### config.mk
export PLATFORM = sky130hd
export DESIGN_NAME = bmf_engine_flat
export DESIGN_NICKNAME = d
export VERILOG_FILES = /design/src/hdl/bmf_pkg.sv /design/src/hdl/bmf_if.sv /design/src/hdl/bmf_engine.sv /design/src/flat_wrapper.sv
export SDC_FILE = /design/constraint.sdc
export NUM_CORES = 1
export LEC_CHECK = 0
export ABC_AREA = 0
export BUFFER_PORTS_ARGS = -buffer_cell sky130_fd_sc_hd__buf_2
export CAP_MARGIN = 20
export CORE_MARGIN = 2
export CORE_UTILIZATION = 55
export CTS_BUF_LIST = sky130_fd_sc_hd__clkbuf_16
export CTS_CLUSTER_DIAMETER = 50
export CTS_CLUSTER_SIZE = 40
export DETAILED_ROUTE_END_ITERATION = 10
export HOLD_SLACK_MARGIN = 0.15
export PLACE_DENSITY_LB_ADDON = 0.2
export REMOVE_ABC_BUFFERS = 1
export SYNTH_ARGS = -nofsm -noshare
export SYNTH_HDL_FRONTEND = slang
export SYNTH_SLANG_ARGS = --single-unit
### constraint.sdc
create_clock -name ref_clk -period 3.85 [get_ports ref_clk]
set_input_delay 0.385 -clock ref_clk [delete_from_list [all_inputs] [get_ports ref_clk]]
set_output_delay 0.385 -clock ref_clk [all_outputs]
set_load 0.02 [all_outputs]
### src/hdl/bmf_pkg.sv
// bmf_pkg: shared constants for the block move / fill / search engine and its host end
// assumes: one 125 MHz clock, synchronous active-high reset, byte-wide memory
package bmf_pkg;

  // ************************************************************
  // sizes and timing
  // ************************************************************
  localparam int          ADDR_W          = 16;      // memory address width
  localparam int          DATA_W          = 8;       // byte data path
  localparam int          CNT_W           = 14;      // count field width
  localparam int          CLK_MHZ         = 125;     // ref_clk rate
  localparam int          WORD_TIME_NS    = 2500;    // target time per moved word
  localparam int          WORD_CYC        = (WORD_TIME_NS * CLK_MHZ) / 1000; // longest time, rounded down
  localparam int          CYC_W           = 12;      // width of the pacing counter
  localparam logic [CYC_W-1:0] HALF_WORD_CYC = CYC_W'(WORD_CYC / 2); // one read or one write slot

  // ************************************************************
  // reset values
  // ************************************************************
  localparam logic [ADDR_W-1:0] ADDR_RST = 16'h0000; // address after reset
  localparam logic [CNT_W-1:0]  CNT_RST  = 14'h0000; // count after reset
  localparam logic [DATA_W-1:0] BYTE_RST = 8'h00;    // latch and ports after reset

  // ************************************************************
  // host operations and channel states
  // ************************************************************
  typedef enum logic [1:0] {
    BMF_OP_MOVE   = 2'h0,
    BMF_OP_FILL   = 2'h1,
    BMF_OP_SEARCH = 2'h2
  } bmf_op_e;

  typedef enum logic [3:0] {
    BMF_ST_IDLE  = 4'h1, // no cycle running
    BMF_ST_CH0   = 4'h2, // channel 0 read slot
    BMF_ST_CH1   = 4'h4, // channel 1 write slot
    BMF_ST_CH2   = 4'h8  // channel 2 compare read slot
  } bmf_st_e;

endpackage : bmf_pkg
### src/hdl/bmf_if.sv
// bmf_if: link between the host end and the transfer engine
// assumes: both ends on ref_clk; the bench supplies the memory on mem_* signals
`timescale 1ns/1ns
interface bmf_if;
  // ************************************************************
  // programming and trigger
  // ************************************************************
  logic                          prog_we;      // one-cycle channel programming strobe
  logic [1:0]                    prog_ch;      // channel being programmed
  logic [bmf_pkg::ADDR_W-1:0]    prog_addr;    // start address
  logic [bmf_pkg::CNT_W-1:0]     prog_cnt;     // length minus one
  logic                          auto_stop;    // channels disable at count_exhausted
  logic [bmf_pkg::DATA_W-1:0]    ref_byte;     // search reference port
  logic                          trig_move;    // trigger bit for channels 0 and 1
  logic                          trig_search;  // trigger bit for channel 2
  // ************************************************************
  // status back to host
  // ************************************************************
  logic                          busy;         // a sequence is running
  logic [2:0]                    count_exhausted; // sticky per channel
  logic                          match;        // search halted on equality
  logic [bmf_pkg::ADDR_W-1:0]    ch2_addr;     // channel 2 current address
  logic [bmf_pkg::DATA_W-1:0]    cmp_byte;     // compare port contents

  modport dev  (input prog_we, prog_ch, prog_addr, prog_cnt, auto_stop, ref_byte, trig_move, trig_search,
                output busy, count_exhausted, match, ch2_addr, cmp_byte);
  modport host (output prog_we, prog_ch, prog_addr, prog_cnt, auto_stop, ref_byte, trig_move, trig_search,
                input busy, count_exhausted, match, ch2_addr, cmp_byte);
endinterface : bmf_if

### src/hdl/bmf_engine.sv
// bmf_engine: three-channel transfer engine with data latch and search comparator
// assumes: host end drives bmf_if.host; memory answers reads combinationally in the same cycle
`timescale 1ns/1ns
module bmf_engine #(
  parameter int PACE = bmf_pkg::WORD_CYC // cycles per moved word
) (
  input  wire logic                       ref_clk,   // system clock
  input  wire logic                       srst,      // synchronous reset
  bmf_if.dev                              lnk,       // host side
  output logic                            mem_rd,    // memory read strobe
  output logic                            mem_wr,    // memory write strobe
  output logic [bmf_pkg::ADDR_W-1:0]      mem_addr,  // memory address
  output logic [bmf_pkg::DATA_W-1:0]      mem_wdata, // write data from latch
  output logic                            mem_wdata_oe, // latch drives data bus
  input  wire logic [bmf_pkg::DATA_W-1:0] mem_rdata  // read data
);

  // ************************************************************
  // channel registers
  // ************************************************************
  logic [bmf_pkg::ADDR_W-1:0] addr_r [3];   // current address per channel
  logic [bmf_pkg::CNT_W-1:0]  cnt_r  [3];   // remaining count per channel
  logic [2:0]                 en_r;         // channel enabled
  logic [2:0]                 req_r;        // request latched from trigger
  logic [2:0]                 tc_r;         // sticky count_exhausted
  logic [bmf_pkg::DATA_W-1:0] latch_r;      // intermediate data latch
  logic [bmf_pkg::DATA_W-1:0] cmp_r;        // compare port
  logic                       match_r;      // equality seen
  logic                       cmp_ok_r;     // compare port holds a byte of the current search
  logic                       last_r;       // last serviced of channel 0/1 (rotation)
  logic [bmf_pkg::CYC_W-1:0]  pace_r;       // slot pacing counter
  bmf_pkg::bmf_st_e           st_r;         // current slot owner
  bmf_pkg::bmf_st_e           st_nxt;

  // slot length: half the word time for moves, rounded down, never below one
  localparam logic [bmf_pkg::CYC_W-1:0] SLOT =
    (PACE / 2 < 1) ? bmf_pkg::CYC_W'(1) : bmf_pkg::CYC_W'(PACE / 2);

  // ************************************************************
  // decode
  // ************************************************************
  wire       slot_end = (pace_r == SLOT - bmf_pkg::CYC_W'(1)); // memory cycle happens here
  wire       act0     = en_r[0] & req_r[0];                   // channel 0 pending
  wire       act1     = en_r[1] & req_r[1];                   // channel 1 pending
  wire       equal    = (cmp_r == lnk.ref_byte);              // 8-bit comparator
  // a stale compare byte from an earlier search must not halt a new one
  wire       hit      = equal & cmp_ok_r;                     // qualified equality
  wire       act2     = en_r[2] & req_r[2] & ~match_r & ~hit; // gated request
  wire [1:0] cur      = (st_r == bmf_pkg::BMF_ST_CH1) ? 2'd1 :
                        (st_r == bmf_pkg::BMF_ST_CH2) ? 2'd2 : 2'd0;
  wire       cur_tc   = (cnt_r[cur] == bmf_pkg::CNT_RST);      // this cycle is the last
  wire       do_cyc   = (st_r != bmf_pkg::BMF_ST_IDLE) & slot_end;

  // ************************************************************
  // rotating arbiter: after channel 0, channel 1 wins if pending
  // ************************************************************
  always_comb begin
    if (act0 && act1) begin
      st_nxt = last_r ? bmf_pkg::BMF_ST_CH0 : bmf_pkg::BMF_ST_CH1;
    end else if (act0) begin
      st_nxt = bmf_pkg::BMF_ST_CH0;
    end else if (act1) begin
      st_nxt = bmf_pkg::BMF_ST_CH1; // fill keeps writing once channel 0 is gone
    end else if (act2) begin
      st_nxt = bmf_pkg::BMF_ST_CH2;
    end else begin
      st_nxt = bmf_pkg::BMF_ST_IDLE;
    end
  end

  // ************************************************************
  // memory strobes; channel 2 acknowledge steers the read to the compare port
  // ************************************************************
  assign mem_rd       = do_cyc & (st_r != bmf_pkg::BMF_ST_CH1);
  assign mem_wr       = do_cyc & (st_r == bmf_pkg::BMF_ST_CH1);
  assign mem_wdata_oe = (st_r == bmf_pkg::BMF_ST_CH1);
  assign mem_addr     = addr_r[cur];
  assign mem_wdata    = latch_r;

  // ************************************************************
  // slot sequencer and pacing
  // ************************************************************
  always_ff @(posedge ref_clk) begin
    if (srst) begin
      st_r   <= bmf_pkg::BMF_ST_IDLE;
      pace_r <= '0;
      last_r <= 1'b1;
    end else if (st_r == bmf_pkg::BMF_ST_IDLE || do_cyc) begin
      // pick next owner; pacing keeps a word near 2.5 us
      st_r   <= (do_cyc && st_r != bmf_pkg::BMF_ST_IDLE) ? bmf_pkg::BMF_ST_IDLE : st_nxt;
      pace_r <= '0;
      if (do_cyc && st_r != bmf_pkg::BMF_ST_CH2) begin
        last_r <= (st_r == bmf_pkg::BMF_ST_CH1);
      end
    end else begin
      pace_r <= pace_r + bmf_pkg::CYC_W'(1);
    end
  end

  // ************************************************************
  // per-channel address, count, enable and request
  // ************************************************************
  for (genvar c = 0; c < 3; c++) begin : g_ch
    wire mine = do_cyc & (cur == 2'(c));
    wire trig = (c == 2) ? lnk.trig_search : lnk.trig_move;
    always_ff @(posedge ref_clk) begin
      if (srst) begin
        addr_r[c] <= bmf_pkg::ADDR_RST;
        cnt_r[c]  <= bmf_pkg::CNT_RST;
        en_r[c]   <= 1'b0;
        req_r[c]  <= 1'b0;
        tc_r[c]   <= 1'b0;
      end else if (lnk.prog_we && lnk.prog_ch == 2'(c)) begin
        addr_r[c] <= lnk.prog_addr;
        cnt_r[c]  <= lnk.prog_cnt;
        en_r[c]   <= 1'b1;
        tc_r[c]   <= 1'b0;
      end else begin
        req_r[c] <= trig;
        if (mine) begin
          // fill source advances too, like the others, even when exhausted
          addr_r[c] <= addr_r[c] + bmf_pkg::ADDR_W'(1); // leaves ch2 one past match
          if (cur_tc) begin
            tc_r[c] <= 1'b1;
            if (lnk.auto_stop) begin
              en_r[c] <= 1'b0;
            end
          end else begin
            cnt_r[c] <= cnt_r[c] - bmf_pkg::CNT_W'(1);
          end
        end
      end
    end
  end

  // ************************************************************
  // data latch and compare port
  // ************************************************************
  always_ff @(posedge ref_clk) begin
    if (srst) begin
      latch_r <= bmf_pkg::BYTE_RST;
      cmp_r   <= bmf_pkg::BYTE_RST;
      match_r <= 1'b0;
      cmp_ok_r <= 1'b0;
    end else begin
      if (do_cyc && st_r == bmf_pkg::BMF_ST_CH0) begin
        latch_r <= mem_rdata; // capture only on channel 0 read
      end
      if (do_cyc && st_r == bmf_pkg::BMF_ST_CH2) begin
        cmp_r <= mem_rdata;
      end
      if (lnk.prog_we && lnk.prog_ch == 2'd2) begin
        match_r  <= 1'b0; // new search clears old hit
        cmp_ok_r <= 1'b0;
      end else if (do_cyc && st_r == bmf_pkg::BMF_ST_CH2) begin
        cmp_ok_r <= 1'b1; // first byte of this search is in
      end else if (en_r[2] && req_r[2] && hit && st_r == bmf_pkg::BMF_ST_IDLE) begin
        match_r <= 1'b1;
      end
    end
  end

  // ************************************************************
  // status
  // ************************************************************
  // stay busy through the cycle in which a match is being recorded, so the host sees it
  assign lnk.busy            = (st_r != bmf_pkg::BMF_ST_IDLE) | act0 | act1 | act2 |
                               (en_r[2] & req_r[2] & hit & ~match_r);
  assign lnk.count_exhausted = tc_r;
  assign lnk.match           = match_r;
  assign lnk.ch2_addr        = addr_r[2];
  assign lnk.cmp_byte        = cmp_r;

endmodule : bmf_engine

### src/flat_wrapper.sv
// flat-port wrapper written by rule: the top's interface ports become plain ports
module bmf_engine_flat 
#(
  parameter int PACE = bmf_pkg::WORD_CYC                         
)
  (ref_clk, srst, mem_rd, mem_wr, mem_addr, mem_wdata, mem_wdata_oe, mem_rdata, lnk_prog_we, lnk_prog_ch, lnk_prog_addr, lnk_prog_cnt, lnk_auto_stop, lnk_ref_byte, lnk_trig_move, lnk_trig_search, lnk_busy, lnk_count_exhausted, lnk_match, lnk_ch2_addr, lnk_cmp_byte);
  bmf_if lnk_i ();
  input  wire logic ref_clk;
  input  wire logic srst;
  output logic mem_rd;
  output logic mem_wr;
  output logic [bmf_pkg::ADDR_W-1:0] mem_addr;
  output logic [bmf_pkg::DATA_W-1:0] mem_wdata;
  output logic mem_wdata_oe;
  input  wire logic [bmf_pkg::DATA_W-1:0] mem_rdata;
  input wire logic [$bits(lnk_i.prog_we)-1:0] lnk_prog_we;
  input wire logic [$bits(lnk_i.prog_ch)-1:0] lnk_prog_ch;
  input wire logic [$bits(lnk_i.prog_addr)-1:0] lnk_prog_addr;
  input wire logic [$bits(lnk_i.prog_cnt)-1:0] lnk_prog_cnt;
  input wire logic [$bits(lnk_i.auto_stop)-1:0] lnk_auto_stop;
  input wire logic [$bits(lnk_i.ref_byte)-1:0] lnk_ref_byte;
  input wire logic [$bits(lnk_i.trig_move)-1:0] lnk_trig_move;
  input wire logic [$bits(lnk_i.trig_search)-1:0] lnk_trig_search;
  output wire logic [$bits(lnk_i.busy)-1:0] lnk_busy;
  output wire logic [$bits(lnk_i.count_exhausted)-1:0] lnk_count_exhausted;
  output wire logic [$bits(lnk_i.match)-1:0] lnk_match;
  output wire logic [$bits(lnk_i.ch2_addr)-1:0] lnk_ch2_addr;
  output wire logic [$bits(lnk_i.cmp_byte)-1:0] lnk_cmp_byte;
  assign lnk_i.prog_we = lnk_prog_we;
  assign lnk_i.prog_ch = lnk_prog_ch;
  assign lnk_i.prog_addr = lnk_prog_addr;
  assign lnk_i.prog_cnt = lnk_prog_cnt;
  assign lnk_i.auto_stop = lnk_auto_stop;
  assign lnk_i.ref_byte = lnk_ref_byte;
  assign lnk_i.trig_move = lnk_trig_move;
  assign lnk_i.trig_search = lnk_trig_search;
  assign lnk_busy = lnk_i.busy;
  assign lnk_count_exhausted = lnk_i.count_exhausted;
  assign lnk_match = lnk_i.match;
  assign lnk_ch2_addr = lnk_i.ch2_addr;
  assign lnk_cmp_byte = lnk_i.cmp_byte;
  bmf_engine #(.PACE(PACE)) u_core (.ref_clk(ref_clk), .srst(srst), .lnk(lnk_i), .mem_rd(mem_rd), .mem_wr(mem_wr), .mem_addr(mem_addr), .mem_wdata(mem_wdata), .mem_wdata_oe(mem_wdata_oe), .mem_rdata(mem_rdata));
endmodule
Yosys cells after proc, flatten, opt, wreduce, memory -nomap -nowiden
Memory sizes are Yosys's and may differ from the RTL's.
Cells that the tools add are included.
{"block": "totals", "reg_bits": 44, "n_memories": 2, "mem_bits_ro": 0, "latchBits": 0, "mem_bits_rw": 90}
{"block": "classes", "mux": 64, "shift": 0, "div_mod_pow": 0, "n_addsub": 7, "n_eq_ne": 13, "n_reduce_logical": 36, "n_bitwise": 33, "mul": 0, "order_cmp": 0}
{"name": "u_core.addr_r", "words": 3, "word_bits": 16, "read_ports": 4, "rd_clocked_by_memory_dff": 0, "write_ports": 3, "line": "bmf_engine.sv:21", "source": "logic [bmf_pkg::ADDR_W-1:0] addr_r [3];"}
{"name": "u_core.cnt_r", "words": 3, "word_bits": 14, "read_ports": 4, "rd_clocked_by_memory_dff": 0, "write_ports": 3, "line": "bmf_engine.sv:22", "source": "logic [bmf_pkg::CNT_W-1:0] cnt_r [3];"}
{"operator": "$mux W16", "count": 6}
{"operator": "$mux W14", "count": 6}
{"operator": "$add A16 B1 Y16 const B", "count": 3}
{"operator": "$mux W1", "count": 44}
{"operator": "$sub A14 B1 Y14 const B", "count": 3}
{"operator": "$mux W4", "count": 5}
{"operator": "$reduce_bool A2 Y1", "count": 9}
{"operator": "$or A1 B1 Y1", "count": 16}
{"operator": "$and A1 B1 Y1", "count": 14}
{"operator": "$logic_not A14 Y1", "count": 1}
{"operator": "$add A12 B1 Y12 const B", "count": 1}
{"operator": "$eq A12 B8 Y1 const B", "count": 1}
{"operator": "$logic_and A1 B1 Y1", "count": 11}
{"operator": "$reduce_and A2 Y1", "count": 5}
{"operator": "$reduce_and A3 Y1", "count": 3}
{"operator": "$eq A8 B8 Y1", "count": 1}
{"operator": "$reduce_or A2 Y1", "count": 4}
{"operator": "$eq A2 B1 Y1 const B", "count": 2}
{"operator": "$eq A2 B2 Y1 const B", "count": 2}
{"operator": "$eq A4 B1 Y1 const B", "count": 1}
{"operator": "$eq A4 B2 Y1 const B", "count": 1}
{"operator": "$eq A4 B3 Y1 const B", "count": 1}
{"operator": "$eq A4 B4 Y1 const B", "count": 1}
{"operator": "$logic_not A2 Y1", "count": 2}
{"operator": "7 further kinds", "count": 10}

Depth between registers and ports, before layout
Gate-level depths: netlist (run 1).
An unclocked memory read counts as a cell.
{"block": "depth", "word_depth": 11, "ltp_mapped": 9, "depth_no_buf": 7}

Worst setup path before layout (run 1)
Ideal clock, no wire load.
{"block": "synth_timing", "path_type": "reg-to-reg", "startpoint": "reg u_core.pace_r[6] in the netlist's numbering", "endpoint": "mem u_core.addr_r[0][0] in the netlist's numbering, enable pin", "period_less_slack_ns": 2.838, "t_arrival_ns": 2.427, "setup_ns": 0.411, "path_stages_with_launch": 5, "slack_ns": 1.012, "path_buffers": 0, "required_ns": 3.439, "cell_sequence": "dfxtp_1 or4_1 nor3_1 nand2_1 o21ai_0"}
{"element": "start: declaration", "line": "bmf_engine.sv:31", "source": "logic [bmf_pkg::CYC_W-1:0] pace_r;"}
{"element": "start signal: assignment", "line": "bmf_engine.sv:96", "source": "pace_r <= pace_r + bmf_pkg::CYC_W'(1);"}
{"element": "end: declaration", "line": "bmf_engine.sv:21"}

==> results of run 1 <==
-- cell usage in the layout, fill, tap and decap left out, types with 3 or more instances in the layout --
cell       count
nor4b_2        3
ha_1           7
nor4_1         7
clkinv_2       3
nor2_1        45
nor3b_1        4
a22o_1         4
clkinv_1       3
nand3b_1       3
nor4_2         3
dfxtp_1       44
buf_4         15
xor2_1        53
a21oi_1       25
nand4_1       16
o21a_1         3
edfxtp_1      90
o21ai_1        6
o31ai_1       41
and2_1         3
mux2i_1       13
and3_1         6
buf_2        109
nand2_1      168
nor3_1        24
clkbuf_16     23
nand3_1       40
o21ai_0       69
and4_1         6
inv_1         20
xnor2_1       42
-- area by class of cell --
cell class                 count  share of cell area [%]
multi-input combinational    619                    41.6
sequential                   134                    40.7
timing repair buffer         124                    7.47
clock buffer                  23                    6.54
tap                          176                    2.50
inverter                      18                   0.767
clock inverter                 9                   0.426
-- state kept, by name, indices dropped and copies added, names as in the netlist --
name / cells
u_core.addr_r: 48
u_core.cnt_r: 42
u_core.pace_r: 12
u_core.lnk.cmp_byte: 8
u_core.mem_wdata: 8
u_core.st_r: 4
u_core.en_r: 3
u_core.lnk.count_exhausted: 3
u_core.req_r: 3
u_core.cmp_ok_r: 1
u_core.last_r: 1
u_core.lnk.match: 1
-- cells by family (layout without fill, tap and decap cells) --
| group | count (synthesis) | count (layout) | synth area share [%] |
|---|---|---|---|
| and+or+nand+nor | 346 | 346 | 21.9 |
| AOI/OAI and AO/OA | 158 | 158 | 12.6 |
| DFF | 134 | 134 | 47.7 |
| xor gates and xnor gates | 95 | 95 | 11.1 |
| buffers and inverters | 61 | 174 | 3.70 |
| muxes | 13 | 13 | 1.73 |
| adders and majority gates | 7 | 7 | 1.17 |
-- stage by stage --
stage | setup TNS (ns) | area [µm²] | utilization, % | hold WS, ns
after floorplan | -160.65 | 7290 | - | 0.426
after global placement | 0 | 8180 | 61.5 | 0.440
after detailed placement | 0 | 8190 | 61.6 | 0.450
after CTS | 0 | 8810 | 66.2 | 0.183
after global routing | 0 | 8810 | 66.2 | 0.193
final | 0 | 8810 | 66.2 | 0.196
-- routing by layer --
metal  vias to the layer above  wire length [µm]  GRT usage (%)  share of wire (%)
met4                         0               347           9.88                1.7
met3                        35              1700           6.08                8.5
met1                      3102              8570           37.8                 43
met2                       337              9240           45.1                 47
met5                         -                 0              0                  0
li1                       3114                 -              -                  -
-- worst register-to-register path, cell delays in order (launching register included) --
cell and delay (ns):
dfxtp_1 0.47, or4b_1 0.79, nor4_2 0.32, o32a_2 0.42, buf_4 0.44, o21ai_1 0.11, buf_4 0.22
-- path summary, 6_finish.rpt --
| check | from | to | slack [ns] | cells after the start |
|---|---|---|---|---|
| min | lnk_auto_stop | u_core.en_r[0] | 0.20 | 2 |
| max | u_core.st_r[2] | u_core.cnt_r[0][2] | 0.82 | 6 |
| min reg2reg | u_core.mem_wdata[0] | u_core.mem_wdata[0] | 0.46 | 2 |
| max reg2reg | u_core.st_r[2] | u_core.cnt_r[0][2] | 0.82 | 6 |
-- power groups by stage --
stage / Sequential [mW] / Combinational (mW) / Clock [mW]
6_report: 1.71 / 0.338 / 1.64
5_1_grt: 1.72 / 0.368 / 1.71
4_1_cts: 1.71 / 0.337 / 1.66
3_5_place_dp: 1.74 / 0.333 / 0
3_3_place_gp: 1.73 / 0.325 / 0
2_1_floorplan: 1.73 / 0.188 / 0
==> parameters.txt, run 1 <==
Parameter                              Value

Outcome
  Result of the run ... completed

Clocking
  Count of cells resized by post-cts repair ... 0
  Number of buffers added to fix hold violations after cts ... 0
  Buffer cell driving the clock tree root ... clkbuf_16
  CTS clk-pin slew, worst paths ... around 0.060 ns
  Maximum buffer depth of the clock tree ... 2
  Level count of the clock H-tree ... 4
  Post-CTS setup buffers ... 0
  Clock Latency Late Sink ... 0.42 ns
  CTS tree ... built
  CTS Sinks ... roughly 130
  TritonCTS buffer count ... 17

STA
  Slew margin rel. ... 34.2%
  Max Clock Skew ... approximately 0.0063 ns
  Post-route setup slack ... 0.820 ns
  Measured slew at the worst slew-check pin ... roughly 0.99 ns
  Final slew viol count ... 0
  Final Hold Vio Count ... 0
  Highest achievable clock rate ... 330 MHz
  Total of endpoints with negative setup slack in the final report ... 0
  Setup repair after global routing missed its margin ... no
  Final period util ... 78.7%
  Period minus WS final ... 3.03 ns

Setup path
  Crit path required time ... 4.02 ns
  Critical-path cell list ... or4b_1, nor4_2, o32a_2, buf_4, o21ai_1, buf_4
  Worst Setup Start Kind ... register
  Type of the setup path with the least slack ... reg -> reg
  Largest stage delay, worst path ... 0.79 ns
  Most frequent CP cell ... buf_4
  Critical Path End Type ... register
  Cell family with the largest share of critical-path delay ... simple AND/OR/NAND/NOR gates
  CP Buf/Inv Count ... 2
  Worst path arrival time ... 3.20 ns
  CP max-delay cell ... or4b_1
  CP max FO ... 35

Global route
  Number of global-route vias before repair ... about 6.4k
  Wire length of the first global-routing pass ... about 32 mm
  Pin count of the biggest net entering global routing ... 36
  Overall track demand over capacity in global routing ... 28.1%
  Initial antenna violation count ... 0
  GRT Residual Overflow ... 0

Run
  Number of violations of the max-capacitance limit ... 0

Power and ir drop
  Leakage power of the design ... 3.25 nW
  Sequential power share ... 46.4%
  Design internal power ... 2.79 mW
  Maximum vdd ir drop ... ~270 µV
  Switching power total ... around 0.91 mW
  Portion of total power attributed to the clock network ... 44.5%
  Logic gate share of total power ... 9.2%
  Switching part of the total ... 24.6%
  Total design power ... 3.70 mW
  Power density over the cells ... 420 mW/mm²

Floorplan
  I/O pin count ... 110
  Placeable Area ... 0.0133 mm²
  Initial core utilization ... 56.4%
  Floorplan die height ... 121 µm
  Die Width ... 121 µm
  Die Outline Area ... 0.0146 mm²
  Row count ... 42

Place
  PortBufs ... about 110
  Pre-CTS WS ... between 0.8 and 0.9 ns
  Number of placed instances with taps included ... 1071
  Half-perimeter wire length after placement ... 14.0 mm
  Final weighted congestion in routability-driven placement ... 0.878

Routing
  Antenna-violating nets left ... 0
  Via/cell ratio ... 5.97
  Via Count ... roughly 6.6k
  Number of DRC violations after detailed-routing iteration 0 ... 653
  Residual DRC ... 0
  Number of iterations in the first detailed-routing pass ... 5
  Drt total wl ... 19.9 mm
  Routed length per instance ... 18.0 µm

Cells and area
  Count of antenna diodes in the layout ... 0
  Number of non-filler instances in the completed layout ... 1103
  Relative area change from synthesis to final layout ... 17.3%
  NumNets Final ... 975
  Layout cell share with drive strength beyond 1 ... 17.8%
  Filler cell count ... 1073
  Sequential standard cell area ... 0.00358 mm²
  Area used by multi-input combinational logic ... between 0.003 and 0.004 mm²

Logic synthesis
  Sequential share of the synthesized area ... 47.7%
  Number of synthesized register bits ... around 130
  Most common cell in the synthesized netlist ... nand2_1
  Count of unique library cells instantiated by Yosys ... 52
  Main flop type after synthesis ... edfxtp_1
  Leading cell types by count after synthesis ... 168 x nand2_1, 90 x edfxtp_1, 70 x o21ai_0
  Library cell with the largest summed area after synthesis ... edfxtp_1
  Fraction of synthesized cell area taken by the top area cell type ... 36.0%
  Post-synthesis cell area ... 0.00750 mm²
  Number of enable-type register cells in the synthesized netlist ... 90
  Mean area per synthesized cell ... 9.22 µm²
  Gate count after technology mapping ... 814
  Async set-reset flop share out of synthesis ... 0%
  Yosys warnings ... 0
  Top cells by area in the synthesized netlist ... edfxtp_1 36%, dfxtp_1 12%, nand2_1 8.4%

Worst hold path
  Worst min-delay path class ... in -> reg
Note: power is estimated with default switching activity, not from simulation.
==> run 2: changes to the inputs <==
--- a/config.mk
+++ b/config.mk
@@ -5,7 +5,7 @@
 export SDC_FILE = /design/constraint.sdc
 export NUM_CORES = 1
 export LEC_CHECK = 0
-export ABC_AREA = 0
+export ABC_AREA = 1
 export BUFFER_PORTS_ARGS = -buffer_cell sky130_fd_sc_hd__buf_2
 export CAP_MARGIN = 20
 export CORE_MARGIN = 2
==> constraint.sdc (replaced) <==
create_clock -name ref_clk -period 3.1 [get_ports ref_clk]
set_input_delay 0.31 -clock ref_clk [delete_from_list [all_inputs] [get_ports ref_clk]]
set_output_delay 0.31 -clock ref_clk [all_outputs]
set_load 0.02 [all_outputs]
==> parameters.txt, run 2 <==
Parameter                              Value

Outcome
  Result of the run ... completed

STA
  Hold Worst Slack ... 0.155 ns (-0.0412 ns)
  Slew margin rel. ... 46.1% (+12 points)
  Period minus WS final ... 2.58 ns (-0.451 ns)
  Final period util ... 83.2% (+4.5 points)
  Total of endpoints with negative setup slack in the final report ... 0 (unchanged)
  Sum Neg Setup Slack ... 0 ns (unchanged)
  Max Clock Skew ... 0.00811 ns (+0.00181 ns)
  Highest achievable clock rate ... 388 MHz (+17%)
  Measured slew at the worst slew-check pin ... 0.805 ns (-0.180 ns)
  Final slew viol count ... 0 (unchanged)
  Setup repair after global routing missed its margin ... no
  Final Hold Vio Count ... 0 (unchanged)

Worst hold path
  Worst Hold Path Cells ... 3 (+1)
  Hold path start ... mem_rdata[0]
  Worst min-delay path class ... in -> reg

Clocking
  Count of cells resized by post-cts repair ... 0 (unchanged)
  Level count of the clock H-tree ... 4 (unchanged)
  CTS clk-pin slew, worst paths ... 0.05 ns (about the same)
  CTS tree ... built
  CTS Sinks ... 134 (unchanged)
  Clock Latency Late Sink ... 0.42 ns (about the same)
  Buffer cell driving the clock tree root ... clkbuf_16
  TritonCTS buffer count ... 17 (unchanged)
  Maximum buffer depth of the clock tree ... 2 (unchanged)

Logic synthesis
  Mean area per synthesized cell ... 7.66 µm² (-17%)
  Post-synthesis cell area ... 0.00815 mm² (+8.6%)
  Yosys warnings ... 0 (unchanged)
  Sequential share of the synthesized area ... 44.0% (-3.8 points)
  Main flop type after synthesis ... edfxtp_1
  Async set-reset flop share out of synthesis ... 0% (unchanged)
  Gate count after technology mapping ... 1064 (+31%)
  Count of unique library cells instantiated by Yosys ... 45 (-13%)
  Fraction of synthesized cell area taken by the top area cell type ... 33.2% (-2.9 points)
  Most common cell in the synthesized netlist ... nand2_1
  Number of synthesized register bits ... 134 (unchanged)
  Library cell with the largest summed area after synthesis ... edfxtp_1
  Leading cell types by count after synthesis ... 239 x nand2_1, 125 x inv_1, 125 x nor2_1
  Number of enable-type register cells in the synthesized netlist ... 90 (unchanged)
  Top cells by area in the synthesized netlist ... edfxtp_1 33%, nand2_1 11%, dfxtp_1 11%

Setup path
  Number of cell instances on the worst register-to-register path ... 9 (+3)
  Beginning of the critical path ... u_core.st_r[1]
  CP max FO ... 14 (-60%)
  Critical Path End Type ... register
  Launching point of the worst reg2reg path ... u_core.st_r[1]
  Worst Setup Start Kind ... register
  Crit path required time ... 3.15 ns (-0.87 ns)
  Type of the setup path with the least slack ... reg -> reg
  Worst path arrival time ... 2.63 ns (-0.57 ns)

Cells and area
  Count of antenna diodes in the layout ... 0 (unchanged)
  Largest register by flop count ... u_core.addr_r
  Most common cell after layout, fill and taps aside ... nand2_1
  Leading cell types in the layout, fill and taps excluded ... 239 x nand2_1, 131 x inv_1, 125 x nor2_1, 109 x buf_2, 91 x nand3_1
  Relative area change from synthesis to final layout ... 15.8%
  NumNets Final ... 1246 (+28%)
  Largest register FFs ... 48 (unchanged)
  Layout cell share with drive strength beyond 1 ... 15.7% (-2.1 points)
  Largest registers ranked by flip-flop count ... u_core.addr_r: 48 flops, u_core.cnt_r: 42 flops, u_core.pace_r: 12 flops

Run
  Number of violations of the max-capacitance limit ... 0 (unchanged)

Routing
  Via/cell ratio ... 5.59 (-6.4%)
  Drt total wl ... 22.4 mm (+13%)
  Via Count ... 7723 (+17%)
  Routed length per instance ... 16.2 µm (-10%)
  Residual DRC ... 0 (unchanged)
  Antenna-violating nets left ... 0 (unchanged)
  Number of DRC violations after detailed-routing iteration 0 ... 764 (+17%)
  Number of iterations in the first detailed-routing pass ... 8 (+3)

Power and ir drop
  Portion of total power attributed to the clock network ... 39.6% (-4.9 points)
  Switching power total ... 1.12 mW (+24%)
  Switching part of the total ... 26.2% (+1.7 points)
  Power density over the cells ... 453 mW/mm² (+7.9%)
  Design internal power ... 3.15 mW (+13%)
  Logic gate share of total power ... 11.4% (+2.2 points)
  Leakage power of the design ... 4.11 nW (+27%)
  Maximum vdd ir drop ... 364 µV (+33%)
  Sequential power share ... 49.0% (+2.6 points)

Global route
  GRT Residual Overflow ... 0 (unchanged)
  Initial antenna violation count ... 0 (unchanged)
  Wire length of the first global-routing pass ... 35.8 mm (+11%)
  Number of global-route vias before repair ... 7088 (+11%)
  Pin count of the biggest net entering global routing ... 30 (-17%)
  Overall track demand over capacity in global routing ... 28.4% (+0.28 points)

Place
  Half-perimeter wire length after placement ... 16.7 mm (+19%)
  PortBufs ... 109 (unchanged)
  Final weighted congestion in routability-driven placement ... 0.915 (+4.2%)

Floorplan
  I/O pin count ... 110 (unchanged)
  Row count ... 44 (+4.8%)
  Placeable Area ... 0.0145 mm² (+9.3%)
  Die Width ... 126 µm (+4.1%)
  Die Outline Area ... 0.0158 mm² (+8.3%)
  Floorplan die height ... 126 µm (+4.1%)
  Initial core utilization ... 56.1% (-0.36 points)
run 2: changes by cell type after synthesis, sizes merged, moves of 6 or more:
cell    before  now
clkbuf      30   13
o22ai        1   24
nor3        27   33
o31ai       41    1
mux2i       13    0
nand2      169  250
o21ai       75   84
nand3       40   94
nor2        46  129
a21oi       25   47
xnor2       42   17
nor4        10    1
inv         18  131
and4         6    0
run 2: what timing repair did:
action | CTS | global route
endpoints found under the hold margin | 7 | 0
buffers inserted | 0 | 0
hold buffers | 5 | 0
setup endpoints to repair | 0 | 0
run 2: through the flow:
stage,instances,power [mW],cell area [µm²],worst slack [ns],util [%]
floorplan,1036,2.42,8010,0.310,-
global placement,1345,2.59,8910,0.664,61.3
detailed placement,1345,2.60,8910,0.593,61.3
CTS,1382,4.28,9440,0.557,65.0
global route,1382,4.42,9440,0.314,65.0
finish,1382,4.28,9440,0.521,65.0
run 2: worst paths after layout:
kind | end | slack, ns
max reg2reg | u_core.cnt_r[1][6] | 0.52
max | u_core.cnt_r[1][6] | 0.52
min reg2reg | u_core.pace_r[0] | 0.45
min | u_core.mem_wdata[0] | 0.16
run 2: power groups by stage:
stage / sequential, mW / clock, mW / combinational [mW]
2_1_floorplan: 2.13 / 0 / 0.292
3_3_place_gp: 2.12 / 0 / 0.468
3_5_place_dp: 2.13 / 0 / 0.472
4_1_cts: 2.09 / 1.70 / 0.481
5_1_grt: 2.11 / 1.78 / 0.538
6_report: 2.09 / 1.69 / 0.487
run 2: metal layers:
layer  vias up  GRT usage, %  part of all wire [%]
met5         -             0                     0
met4         0          10.2                   2.1
met3        37          5.27                   8.6
met2       352          45.1                    46
met1      3557          39.3                    44
li1       3777             -                     -
run 2: critical path, cell delays in order, from the launching register on:
cell and delay (ns):
dfxtp_1 0.34, inv_1 0.09, nand2_2 0.08, nor2_1 0.38, nor2_1 0.16, nand2_1 0.11, nand3_2 0.14, nand2_2 0.23
nand2_2 0.18, nand2_1 0.49
run 2: kinds of logic (layout without fill, tap and decap cells):
family | after synthesis | in the layout | synth area share [%]
xor gates and xnor gates | 67 | 67 | 7.20
adders and majority gates | 7 | 7 | 1.07
and+or+nand+nor | 528 | 528 | 28.6
AOI/OAI and AO/OA | 167 | 167 | 11.3
buffers and inverters | 161 | 295 | 7.86
DFF | 134 | 134 | 44.0
run 2: layout make-up:
cell class	count	area, µm²
fill	1285	5090
clock inverter	15	61.3
sequential	134	3580
tap	184	230
inverter	133	499
timing repair buffer	130	716
multi-input combinational	769	3930
clock buffer	17	425
